### config.mk
export PLATFORM = sky130hd
export DESIGN_NAME = cixs_core
export DESIGN_NICKNAME = d
export VERILOG_FILES = /design/src/hdl/cixs_pkg.sv /design/src/hdl/cixs_stack.sv /design/src/hdl/cixs_core.sv
export SDC_FILE = /design/constraint.sdc
export NUM_CORES = 1
export LEC_CHECK = 0
export ABC_AREA = 1
export CAP_MARGIN = 20
export CORE_MARGIN = 3
export CORE_UTILIZATION = 55
export CTS_CLUSTER_SIZE = 10
export DETAILED_ROUTE_END_ITERATION = 7
export DONT_BUFFER_PORTS = 1
export GPL_TIMING_DRIVEN = 0
export PLACE_DENSITY_LB_ADDON = 0.3
export SLEW_MARGIN = 20
export SYNTH_ARGS = -nofsm -noshare
export SYNTH_HDL_FRONTEND = slang
export SYNTH_HIERARCHICAL = 1
export SYNTH_SLANG_ARGS = --single-unit
### constraint.sdc
create_clock -name i_clk -period 4.8 [get_ports i_clk]
set_input_delay 0.48 -clock i_clk [delete_from_list [all_inputs] [get_ports i_clk]]
set_output_delay 0.48 -clock i_clk [all_outputs]
set_load 0.03 [all_outputs]
### src/hdl/cixs_pkg.sv
// package: encodings, field positions and reset values for the execute subset
//**********************************************************************
// Contract
// - invert register, dest select, zero flag only
// - dest bit 0 accumulator, 1 register
// - decrement, no flags, skip on zero
// - increment, no flags, skip on zero
// - skip flushes prefetched word, runs idle
// - jump loads eleven bits plus latch bits
// - increment into dest, update zero flag
// - or literal into accumulator, zero flag
// - or register with accumulator, zero flag
// - copy register to dest, zero flag
// - literal into accumulator, no flags
// - interrupt return pops, sets irq allow
// - literal to accumulator, pop, two cycles
// - subroutine return pops into counter
// - rotate right through carry, carry only
//**********************************************************************
package cixs_pkg;
   localparam int unsigned PC_W    = 13;
   localparam int unsigned STACK_D = 8;
   localparam int unsigned SP_W    = 3;
   localparam int unsigned DEST_BIT = 7;
   localparam int unsigned REG_LSB  = 0;
   localparam int unsigned REG_W    = 7;
   localparam int unsigned JMP_W    = 11;
   localparam int unsigned LATCH_HI = 4;
   localparam int unsigned LATCH_LO = 3;

   localparam logic [3:0]  OP_OR_REG  = 4'h4;
   localparam logic [3:0]  OP_COPY    = 4'h8;
   localparam logic [3:0]  OP_INVERT  = 4'h9;
   localparam logic [3:0]  OP_INC     = 4'ha;
   localparam logic [3:0]  OP_DEC_SKZ = 4'hb;
   localparam logic [3:0]  OP_ROTR    = 4'hc;
   localparam logic [3:0]  OP_INC_SKZ = 4'hf;
   localparam logic [3:0]  OP_OR_IMM  = 4'h8;
   localparam logic [13:0] ENC_RET    = 14'h0008;
   localparam logic [13:0] ENC_IRET   = 14'h0009;
   localparam logic [13:0] ENC_CFG    = 14'h0062;
   localparam logic [13:0] ENC_IDLE   = 14'h0000;

   localparam logic [PC_W-1:0] PC_RST  = 13'h0000;
   localparam logic [7:0]      ACC_RST = 8'h00;
   localparam logic [7:0]      CFG_RST = 8'hff;

   typedef struct packed {
      logic       wr;
      logic [6:0] addr;
      logic [7:0] data;
   } cixs_wr_t;

   typedef struct packed {
      logic        valid;
      logic [13:0] word;
   } cixs_fetch_t;
endpackage

### src/hdl/cixs_stack.sv
// file: eight-level return address stack
module cixs_stack
   import cixs_pkg::*;
(
   input  wire logic            i_clk,
   input  wire logic            i_reset_n,
   input  wire logic            i_push,
   input  wire logic [PC_W-1:0] i_push_addr,
   input  wire logic            i_pop,
   output logic      [PC_W-1:0] o_stack_top
);
   logic [PC_W-1:0] slot [STACK_D];
   logic [SP_W-1:0] sp;

   // circular: overflow silently overwrites the oldest entry
   always_ff @(posedge i_clk or negedge i_reset_n) begin
      if (!i_reset_n) begin
         sp <= '0;
      end else if (i_push) begin
         sp <= sp + 3'h1;
      end else if (i_pop) begin
         sp <= sp - 3'h1;
      end
   end

   always_ff @(posedge i_clk) begin
      if (i_push) begin
         slot[sp] <= i_push_addr;
      end
   end

   assign o_stack_top = slot[sp - 3'h1];
endmodule // cixs_stack

### src/hdl/cixs_core.sv
// file: execute stage for the instruction subset
module cixs_core
   import cixs_pkg::*;
(
   input  wire logic            i_clk,
   input  wire logic            i_reset_n,
   input  wire cixs_fetch_t     i_fetch,
   input  wire logic [7:0]      i_reg_rdata,
   input  wire logic [4:0]      i_upper_jump_latch,
   input  wire logic            i_push,
   input  wire logic [PC_W-1:0] i_push_addr,
   output logic      [6:0]      o_reg_raddr,
   output cixs_wr_t             o_reg_wr,
   output logic      [7:0]      o_accum,
   output logic      [PC_W-1:0] o_program_counter,
   output logic                 o_zero,
   output logic                 o_carry,
   output logic                 o_global_irq_allow,
   output logic      [7:0]      o_prescale_cfg,
   output logic                 o_flush
);
   //*******************************************************************
   // decode
   //*******************************************************************
   logic [13:0]     ir;
   logic [3:0]      op;
   logic            dest_reg;
   logic [7:0]      f;
   logic [7:0]      lit;
   logic [7:0]      res;
   logic            wr_res;
   logic            upd_z;
   logic            upd_c;
   logic            skip;
   logic            branch;
   logic            pop;
   logic            exec;
   logic [PC_W-1:0] stack_top;
   logic [PC_W-1:0] next_pc;
   logic [7:0]      rot;

   assign exec     = i_fetch.valid && !o_flush;
   assign ir       = exec ? i_fetch.word : ENC_IDLE;
   assign op       = ir[11:8];
   assign dest_reg = ir[DEST_BIT];
   assign f        = i_reg_rdata;
   assign lit      = ir[7:0];
   assign rot      = {o_carry, f[7:1]};

   always_comb begin
      res    = o_accum;
      wr_res = 1'b0;
      upd_z  = 1'b0;
      upd_c  = 1'b0;
      skip   = 1'b0;
      branch = 1'b0;
      pop    = 1'b0;
      unique casez (ir[13:12])
         2'b00: begin
            if (ir == ENC_RET || ir == ENC_IRET) begin
               pop    = 1'b1;
               branch = 1'b1;
            end else if (op == 4'h0 && ir[7]) begin
               res    = o_accum;
               wr_res = 1'b1;
            end else begin
               case (op)
                  OP_INVERT: begin res = ~f; wr_res = 1'b1; upd_z = 1'b1; end
                  OP_INC: begin res = f + 8'h01; wr_res = 1'b1; upd_z = 1'b1; end
                  OP_OR_REG: begin res = o_accum | f; wr_res = 1'b1; upd_z = 1'b1; end
                  OP_COPY: begin res = f; wr_res = 1'b1; upd_z = 1'b1; end
                  OP_ROTR: begin res = rot; wr_res = 1'b1; upd_c = 1'b1; end
                  OP_DEC_SKZ: begin
                     res    = f - 8'h01;
                     wr_res = 1'b1;
                     skip   = (res == 8'h00);
                  end
                  OP_INC_SKZ: begin
                     res    = f + 8'h01;
                     wr_res = 1'b1;
                     skip   = (res == 8'h00);
                  end
                  default: begin
                     res = o_accum;
                  end
               endcase
            end
         end
         2'b10: begin
            branch = ir[11];
         end
         2'b11: begin
            if (ir[11:10] == 2'b00) begin
               res = lit;
            end else if (ir[11:10] == 2'b01) begin
               res    = lit;
               pop    = 1'b1;
               branch = 1'b1;
            end else if (op == OP_OR_IMM) begin
               res   = o_accum | lit;
               upd_z = 1'b1;
            end
         end
         default: begin
            res = o_accum;
         end
      endcase
   end

   cixs_stack u_stack (
      .i_clk       (i_clk),
      .i_reset_n   (i_reset_n),
      .i_push      (i_push),
      .i_push_addr (i_push_addr),
      .i_pop       (pop),
      .o_stack_top (stack_top)
   );

   always_comb begin
      next_pc = o_program_counter + 13'h0001;
      if (pop) begin
         next_pc = stack_top;
      end else if (branch) begin
         next_pc = {i_upper_jump_latch[LATCH_HI:LATCH_LO], ir[JMP_W-1:0]};
      end
   end

   //*******************************************************************
   // state
   //*******************************************************************
   assign o_reg_raddr = i_fetch.word[REG_W-1:REG_LSB];

   // a taken branch or skip costs one extra cycle spent as idle
   always_ff @(posedge i_clk or negedge i_reset_n) begin
      if (!i_reset_n) begin
         o_flush <= 1'b0;
      end else begin
         o_flush <= exec && (skip || branch);
      end
   end

   always_ff @(posedge i_clk or negedge i_reset_n) begin
      if (!i_reset_n) begin
         o_program_counter <= PC_RST;
      end else if (i_fetch.valid || o_flush) begin
         o_program_counter <= next_pc;
      end
   end

   always_ff @(posedge i_clk or negedge i_reset_n) begin
      if (!i_reset_n) begin
         o_accum  <= ACC_RST;
         o_reg_wr <= '0;
      end else begin
         o_reg_wr <= '0;
         if (wr_res && (dest_reg || op == 4'h0)) begin
            o_reg_wr <= '{wr: 1'b1, addr: ir[REG_W-1:REG_LSB], data: res};
         end else if (ir[13:12] == 2'b11 || wr_res) begin
            o_accum <= res;
         end
      end
   end

   always_ff @(posedge i_clk or negedge i_reset_n) begin
      if (!i_reset_n) begin
         o_zero  <= 1'b0;
         o_carry <= 1'b0;
      end else begin
         if (upd_z) begin
            o_zero <= (res == 8'h00);
         end
         if (upd_c) begin
            o_carry <= f[0];
         end
      end
   end

   always_ff @(posedge i_clk or negedge i_reset_n) begin
      if (!i_reset_n) begin
         o_global_irq_allow <= 1'b0;
         o_prescale_cfg     <= CFG_RST;
      end else begin
         if (ir == ENC_IRET) begin
            o_global_irq_allow <= 1'b1;
         end
         if (ir == ENC_CFG) begin
            o_prescale_cfg <= o_accum;
         end
      end
   end
endmodule // cixs_core

==> metrics, run 1 <==
FMAX=~350 MHz; row count=45; starting density of the core=about 56%; GP Congestion=around 0.95; WHS Path Cells=0; Post-DP Area=8830 um^2; ANT cells=0; Lkg Pwr=approximately 4.6 nW; syn avg cell area=between 8 and 9 um^2; Netlist cell types=37; CP Launch Type=flop; EDFF count, synth=between 100 and 150; largest cells by area after synthesis=edfxtp_1, nand2_1, dfrtp_1, inv_1, nand3_1; die width=between 100 and 150 um; initial antenna violation count=0; sequential share of the synthesized area=around half; Via density=5.48; Hold Fails Final Rpt=0; FFs w/ async S/R, synth=roughly 33%; post-route ant nets=0; count leader, synth=nand2_1; Synth Cell Area=8570 um^2; Synth top area share=a little over a third; post-layout min period=a little under 3 ns; Max Root-Sink Buffers=2; Post-Synthesis Cells=roughly 1100; CTS tree=yes; Yosys warning count=6; CTS root buf=clkbuf_16; Worst R2R Path Depth=15; Core Area=between 15000 and 20000 um^2; Final Worst Setup Slack=approximately 1.9 ns; P per Cell Area=~550 nW/um^2; slew margin rel.=38.1%; share of layout cells above drive strength 1=under 10%; period utilization=60.0%; vias in the first global route=between 6000 and 7000; drt total wl=22500 um; clk_skew=~0.0055 ns; DR WL/cell=roughly 17 um; largest area contributor in the netlist=edfxtp_1; Post-Route M1 WL=just over 9000 um; min-delay src=i_push_addr[2]; Cell Count, Final, Fillers Out=around 1300; die height=131 um; largest family of logic cells by synthesized area=simple AND/OR/NAND/NOR gates; GRT overflow=0; Max-Cap Viols=0; peak supply drop=approximately 0.00037 V; RSZ-0062 raised after global routing=no; Total Nets Final=1147; Top FF cell, synth=edfxtp_1; switching power total=roughly 2.2 mW; met3 wire length=around 2000 um; fraction of synthesized cell area in xor and xnor cells=approximately 1.8%; RR Startpoint=u_stack/sp[0]; setup slack at placement=~2.0 ns; final max-slew violation count=0; Combinational Power Share=approximately 37%; full die area=approximately 17000 um^2; Sequential Power Share=37.2%; CP Data Required Time=roughly 5.2 ns; num ports=100; Crit Path Max Fanout=10; Compound-Gate Fraction of Synth Area=around 5.2%; clk slew on worst S/H paths=approximately 0.060 ns; clock network fraction of design power=approximately 26%; worst slew pin tran=approximately 0.93 ns; Top Metal Used=met4; synth cell count leaders=nand2_1, inv_1, nand3_1; TritonCTS buffer count=17; internal power=between 3 and 4 mW; adder-cell area share of the yosys netlist=1.61%; largest net degree at the start of global routing=53; r2r endpoint=o_program_counter[5]; Crit. End Element=flop; fin area=9450 um^2; post-DP HPWL=between 15000 and 20000 um; setup_tns=0 ns; post-synthesis simple-gate area fraction=between 20% and 30%; overall routing resource usage=26.7%; WS Path Type=flop to flop; number of port buffers=0; WHS=0.152 ns; Via Count=approximately 7100; clock sink count=around 160; Skew-Pair Late Insertion Delay=approximately 0.42 ns; register-to-register setup slack=approximately 1.9 ns; status=finished clean; first-pass GRT wire length=around 35000 um; critical path arrival=3.23 ns; sw frac=42.0%; hold endpoint=u_stack/slot[2][2]; HP Class=input port to flop; Syn Nets=approximately 1100; CTS H-tree depth=4; met2 WL=approximately 11000 um; Iter 0 DRT Violations=711; DR DRC count=0; share of synthesized area spent on multiplexers=less than 1%; DP Cell Count=1259; flops & latches, synth=around 160; endpoints failing setup=0; area delta synth->final=10.2%; drt first pass iters=5
metrics by stage:
stage          utilization, %  total power [mW]
3_5_place_dp             58.1              3.83
5_1_grt                  62.1              5.50
2_1_floorplan               -              3.21
6_report                 62.1              5.22
4_1_cts                  62.1              5.18
3_3_place_gp             57.9              3.78
kinds of logic (layout without fill, tap and decap cells):
group                      count (synthesis)  after routing
buffers and inverters                    223            256
DFF                                      156            156
xor gates and xnor gates                  17             17
muxes                                      1              1
and+or+nand+nor                          582            582
AOI/OAI and AO/OA                         81             81
adders and majority gates                 11             11
sequential cells by signal, indices dropped and copies added, names as in the netlist:
register	cells
o_global_irq_allow	1
o_reg_wr	16
o_accum	8
u_stack/sp	3
u_stack/slot	104
o_flush	1
o_prescale_cfg	8
o_zero	1
o_carry	1
o_program_counter	13
timing repair:
item	CTS	global route
setup buffers	0	0
hold endpoints to repair	52	0
resized for setup	0	0
hold buffers	2	0
worst max path at each step:
stage / slack (ns) / startpoint / cells past startpoint / endpoint
4_1_cts: 1.94 / u_stack/sp[0] / 15 / o_program_counter[5]
3_5_place_dp: 1.99 / u_stack/sp[0] / 15 / o_program_counter[5]
2_1_floorplan: 2.66 / i_fetch[14] / 12 / o_zero
6_report: 1.92 / u_stack/sp[0] / 15 / o_program_counter[5]
3_3_place_gp: 2.02 / u_stack/sp[0] / 15 / o_program_counter[5]
5_1_grt: 1.75 / u_stack/sp[0] / 14 / o_program_counter[5]
critical path, cell delays in order, from the launching register on:
cell     delay, ns
dfrtp_1       0.38
buf_2         0.18
inv_2         0.17
buf_2         0.29
ha_1          0.27
buf_2         0.21
inv_2         0.24
buf_2         0.31
nand3_1       0.14
nand2_1       0.08
nand2_1       0.05
nand2_1       0.13
nand2_1       0.07
nand2_1       0.06
inv_1         0.07
a21oi_1       0.15
layer usage:
metal / vias to the layer above / track usage [%]
met1: 3258 / 34.2
met3: 55 / 7.24
met5: - / 0
met4: 0 / 10.5
met2: 353 / 43.3
li1: 3417 / -
power by group through the flow:
stage          clock, mW  combinational (mW)  sequential [mW]
6_report            1.33                1.95             1.94
5_1_grt             1.40                2.13             1.97
4_1_cts             1.35                1.90             1.94
3_5_place_dp           0                1.86             1.97
3_3_place_gp           0                1.82             1.97
2_1_floorplan          0                1.29             1.92
final cells by class:
cell class	instances	area, um^2
Buffer	44	260
Clock buffer	19	433
Clock inverter	12	148
Fill cell	1293	5760
Inverter	179	672
Multi-Input combinational cell	692	3230
Sequential cell	156	4430
Tap cell	188	235
Timing Repair Buffer	2	37.5
cells in the final DEF (no fill, tap or decap), drive strengths merged, types with 4 or more instances in the layout:
cell,Yosys,final
inv,179,180
dfstp,8,8
ha,11,11
nor2,71,71
xnor2,4,4
clkbuf,12,31
edfxtp,104,104
clkinvlp,0,5
o21bai,6,6
nand3,122,122
nand4,11,11
o21ai,54,54
a21oi,14,14
buf,32,33
xor2,13,13
dfrtp,44,44
nor3,7,7
nand2,366,366
No activity file was read; power rests on OpenSTA's default activity.
==> inputs of run 2 (changes only) <==
==> constraint.sdc (replaced) <==
create_clock -name i_clk -period 2.8 [get_ports i_clk]
set_input_delay 0.28 -clock i_clk [delete_from_list [all_inputs] [get_ports i_clk]]
set_output_delay 0.28 -clock i_clk [all_outputs]
set_load 0.03 [all_outputs]
==> run 2 against run 1 <==
Via count rose by 0.27%. Clock power rose by 71%. Sequential power rose by 72%. Wire length barely moved. Clock-buffer cell count did not move. Global-route usage fell by 0.069 points. Worst setup slack got worse by 1.8 ns. Critical path depth fell by 1. Worst hold slack got worse by 0.11 ns. Register-to-register slack got worse by 1.8 ns. First-iteration DRC count rose by 3.4%. Maximum frequency rose by 8.8%.
==> metrics, run 2 (synthesis results as in run 1) <==
status=finished clean; Worst R2R Path Depth=14 (-1); critical path arrival=2.99 ns (-0.24 ns); clk_skew=0.00755 ns (+0.00202 ns); Crit Path Max Fanout=19 (+9); clk slew on worst S/H paths=0.06 ns (about the same); CTS H-tree depth=4 (unchanged); crit-path max cell delay=0.38 ns (about the same); Max Root-Sink Buffers=2 (unchanged); slew margin rel.=37.6% (-0.50 points); Lkg Pwr=4.65 nW (+1.2%); clock sink count=156 (unchanged); WHS Path Cells=2 (+2); slowest CP cell=dfrtp_1; WP depth=14 (-1); row count=45 (unchanged); HP Class=input port to flop; number of port buffers=0 (unchanged); min-delay src=i_push; Hold Fails Final Rpt=0 (unchanged); most common cell after layout, fill and taps aside=nand2_1; share of layout cells above drive strength 1=9.41% (-0.012 points); Max-Cap Viols=0 (unchanged); Via density=5.45 (-0.65%); post-DP HPWL=15600 um (unchanged); CP top delay family=buffers and inverters; Cell Count, Final, Fillers Out=1304 (+0.93%); first-pass GRT wire length=34600 um (+0.12%); hold endpoint=u_stack/sp[2]; Final Total Pwr=8.98 mW (+72%); GP Congestion=0.951 (unchanged); post-route ant nets=0 (unchanged); final max-slew violation count=0 (unchanged); largest net degree at the start of global routing=53 (unchanged); setup_tns=0 ns (unchanged); num ports=100 (unchanged); most frequent cells in the layout=nand2_1, inv_1, nand3_1; GRT overflow=0 (unchanged); WS Path Type=flop to flop; worst slew pin tran=0.935 ns (+0.00749 ns); area delta synth->final=11.7%; max FFs per register=104 (unchanged); FMAX=378 MHz (+8.8%); endpoints failing setup=0 (unchanged); Via Count=7102 (+0.27%); CTS root buf=clkbuf_16; peak supply drop=0.000641 V (+72%); RR Startpoint=u_stack/sp[0]; largest registers=u_stack/slot x104, o_reg_wr x16, o_program_counter x13; CP most frequent cell=nand2_1; crit path buf inv count=6 (-1); CTS tree=yes; DP Cell Count=1259 (unchanged); post-layout min period=2.65 ns (-0.234 ns); CP Data Required Time=3.14 ns (-2.01 ns); initial antenna violation count=1 (+1); Iter 0 DRT Violations=735 (+3.4%); full die area=17100 um^2 (unchanged); vias in the first global route=6561 (+0.24%); r2r endpoint=o_program_counter[5]; Crit. End Element=flop; overall routing resource usage=26.6% (-0.069 points); ANT cells=0 (unchanged); drt total wl=22500 um (about the same); starting density of the core=56.4% (unchanged); drt first pass iters=5 (unchanged); Reg with most FFs=u_stack/slot; worst path cell trace=buf_2, inv_4, ha_1, buf_2, inv_2, buf_2, nand3_1, nand2_1, nand2_1, nand2_1, nand2_1, nand2_1, inv_1, a21oi_1; DR DRC count=0 (unchanged); CP Launch Type=flop; Setup Fix Bufs, Post-CTS=0 (unchanged); register-to-register setup slack=0.15 ns (-1.77 ns); die height=131 um (unchanged); P per Cell Area=938 nW/um^2 (+70%); TritonCTS buffer count=17 (unchanged); DR WL/cell=17.2 um (-0.95%); RSZ-0062 raised after global routing=no; period utilization=94.5% (+35 points); Skew-Pair Late Insertion Delay=0.42 ns (about the same); die width=131 um (unchanged); Core Area=15200 um^2 (unchanged); Total Nets Final=1159 (+1.0%)
## run 2: cell type report
cell class              count  area [um^2]
flip-flops and latches    156         4430
well taps                 188          235
clock buffers              19          433
fillers                  1280         5630
repair buffers             15          168
plain buffers              43          258
multi-input cells         692         3230
inverters                 179          674
clock inverters            12          148
## run 2: timing repair
action                                  in CTS  in global routing
endpoints found under the setup margin       5                  9
hold endpoints to repair                   156                  0
hold buffers                                15                  0
gates cloned                                 0                  0
gates resized for setup                      0                  5
## run 2: report_power, final
group / total (mW) / internal [mW] / switching, mW
Sequential: 3.33 / 2.83 / 0.500
Combinational: 3.37 / 0.990 / 2.38
Clock: 2.28 / 1.39 / 0.896
## run 2: worst reg2reg max path, cell delays in order (launching register included)
cell     delay [ns]
dfrtp_1        0.38
buf_2          0.19
inv_4          0.21
ha_1           0.27
buf_2          0.20
inv_2          0.24
buf_2          0.31
nand3_1        0.15
nand2_1        0.09
nand2_1        0.05
nand2_1        0.13
nand2_1        0.08
nand2_1        0.06
inv_1          0.07
a21oi_1        0.15
## run 2: worst max-delay path by stage
stage / startpoint / to / slack (ns)
2_1_floorplan: u_stack/sp[0] / o_program_counter[11] / 0.66
3_3_place_gp: u_stack/sp[0] / o_program_counter[5] / 0.02
3_5_place_dp: u_stack/sp[0] / o_program_counter[5] / -0.007
4_1_cts: u_stack/sp[0] / o_program_counter[5] / 0.08
5_1_grt: u_stack/sp[0] / o_program_counter[5] / 0.04
6_report: u_stack/sp[0] / o_program_counter[5] / 0.15
## run 2: through the flow
stage                     worst slack, ns  utilization [%]  hold WS (ns)  area (um^2)
after CTS                          0.0810             63.0        0.0203         9570
after global routing               0.0381             63.0        0.0553         9580
after global placement             0.0150             57.9       -0.0137         8810
final                               0.153             63.0        0.0410         9580
after detailed placement         -0.00668             58.1       -0.0138         8830
after floorplan                     0.661                -       -0.0156         8570
## run 2: layer usage
layer  up-vias  track usage [%]  share of wire (%)
met5         -                0              0.031
met4         2             10.9                3.0
met3        60             6.22                8.6
met2       343             43.4                 48
met1      3253             34.4                 41
li1       3444                -                  -
==> inputs of run 3 (changes only) <==
==> constraint.sdc (replaced) <==
create_clock -name i_clk -period 2.65 [get_ports i_clk]
set_input_delay 0.265 -clock i_clk [delete_from_list [all_inputs] [get_ports i_clk]]
set_output_delay 0.265 -clock i_clk [all_outputs]
set_load 0.03 [all_outputs]
==> run 3 against run 2 <==
Worst hold slack got worse by 0.022 ns. Global-route usage increased by 0.052 points. Highest routed layer unchanged. Cell area increased by 0.12%. Worst setup slack got worse by 0.020 ns. First-iteration DRC count decreased by 3.5%.
==> metrics, run 3 (synthesis results as in run 1) <==
Final Total Pwr=9.51 mW (+5.9%); RSZ-0062 raised after global routing=no; initial antenna violation count=1 (unchanged); number of port buffers=0 (unchanged); critical path arrival=2.83 ns (-0.16 ns); post-DP HPWL=15600 um (unchanged); drt total wl=22500 um (about the same); fin area=9590 um^2 (+0.12%); starting density of the core=56.4% (unchanged); most common cell after layout, fill and taps aside=nand2_1; r2r endpoint=o_program_counter[11]; die width=131 um (unchanged); WHS=0.0186 ns (-0.0224 ns); Skew-Pair Late Insertion Delay=0.43 ns (about the same); Max-Cap Viols=0 (unchanged); peak supply drop=0.000681 V (+6.2%); Core Area=15200 um^2 (unchanged); HP Class=input port to flop; worst path cell trace=buf_2, inv_4, ha_1, clkbuf_4, clkbuf_2, nand3_1, nand2_1, nand2_1, nand2_1, or2_2, nand3_1, nand2_1; period utilization=95.0% (+0.43 points); GRT overflow=0 (unchanged); crit-path max cell delay=0.38 ns (about the same); P per Cell Area=992 nW/um^2 (+5.8%); CP most frequent cell=nand2_1; max FFs per register=104 (unchanged); Iter 0 DRT Violations=709 (-3.5%); die height=131 um (unchanged); DR WL/cell=17.2 um (about the same); Via density=5.48 (+0.70%); Post-DP Area=8830 um^2 (unchanged); ANT cells=0 (unchanged); WS Path Type=flop to flop; clock sink count=156 (unchanged); TritonCTS buffer count=17 (unchanged); most frequent cells in the layout=nand2_1, inv_1, nand3_1; CP Launch Type=flop; min-delay src=i_push; CP Data Required Time=2.97 ns (-0.17 ns); clk_skew=0.00814 ns (+0.000592 ns); Total Nets Final=1159 (unchanged); filler cell count=1282 (+0.16%); Via Count=7152 (+0.70%); endpoints failing setup=0 (unchanged); row count=45 (unchanged); full die area=17100 um^2 (unchanged); Crit Path Max Fanout=19 (unchanged); GP Congestion=0.951 (unchanged); Lkg Pwr=4.65 nW (about the same); vias in the first global route=6568 (+0.11%); first-pass GRT wire length=34700 um (+0.16%); num ports=100 (unchanged); final max-slew violation count=0 (unchanged); post-route ant nets=0 (unchanged); DR DRC count=0 (unchanged); slew margin rel.=39.5% (+1.9 points); Max Root-Sink Buffers=2 (unchanged); drt first pass iters=6 (+1); clk slew on worst S/H paths=0.06 ns (about the same); status=finished clean; slowest CP cell=dfrtp_1; post-layout min period=2.52 ns (-0.130 ns); Worst R2R Path Depth=12 (-2); Final Util=63.1% (+0.074 points); CTS H-tree depth=4 (unchanged); register-to-register setup slack=0.13 ns (-0.02 ns); share of layout cells above drive strength 1=9.50% (+0.090 points); setup_tns=0 ns (unchanged); Reg with most FFs=u_stack/slot; Hold Fails Final Rpt=0 (unchanged); Worst Setup SP=u_stack/sp[0]; largest net degree at the start of global routing=53 (unchanged); WHS Path Cells=2 (unchanged); worst slew pin tran=0.907 ns (-0.0280 ns); RR Startpoint=u_stack/sp[0]; hold endpoint=u_stack/sp[2]; CTS tree=yes; CTS root buf=clkbuf_16; largest registers=u_stack/slot x104, o_reg_wr x16, o_program_counter x13; area delta synth->final=11.8%; Crit. End Element=flop; overall routing resource usage=26.7% (+0.052 points); FMAX=397 MHz (+5.2%)
[run 3: worst max path at each step]
stage | to | cells past startpoint
2_1_floorplan | o_program_counter[11] | 13
3_3_place_gp | o_program_counter[5] | 15
3_5_place_dp | o_program_counter[5] | 15
4_1_cts | o_program_counter[5] | 13
5_1_grt | o_program_counter[5] | 14
6_report | o_program_counter[11] | 12
[run 3: report_power, final]
part | switching [mW] | internal [mW] | leakage [nW] | total (mW)
registers | 0.527 | 2.99 | 1.60 | 3.52
clock network | 0.951 | 1.47 | 0.264 | 2.42
logic | 2.50 | 1.07 | 2.79 | 3.58
[run 3: per-layer routing]
metal / track usage, % / routed length [um] / vias up
met5: 0 / 7 / -
met4: 10.9 / 624 / 2
met3: 6.22 / 2090 / 64
met2: 43.6 / 10800 / 364
met1: 34.4 / 8980 / 3274
li1: - / - / 3448
[run 3: repair_timing]
action                     4_1_cts  5_1_grt
hold endpoints to repair       156        0
hold buffers                    15        0
setup endpoints to repair       13       12
pin swaps                        0        0
resized for setup                1        9
buffers inserted                 0        0
[run 3: critical path: cells and delay by family, from the launching register on]
kind	cells	cell delay, ns
and+or+nand+nor	7	0.88
buffers and inverters	4	0.86
DFF	1	0.38
adders and majority gates	1	0.27
[run 3: layout make-up]
class	count	area (um^2)	share of cell area (%)
Sequential cell	156	4440	46.3
Multi-Input combinational cell	692	3230	33.7
Inverter	179	677	7.06
Clock buffer	19	433	4.52
Buffer	43	265	2.77
Tap cell	188	235	2.45
Timing Repair Buffer	15	168	1.75
Clock inverter	12	148	1.54
[run 3: metrics by stage]
step	cells	worst slack, ns
after floorplan	1071	0.511
after global placement	1259	-0.135
after detailed placement	1259	-0.157
after CTS	1304	0.0380
after global routing	1304	0.0359
final	1304	0.133
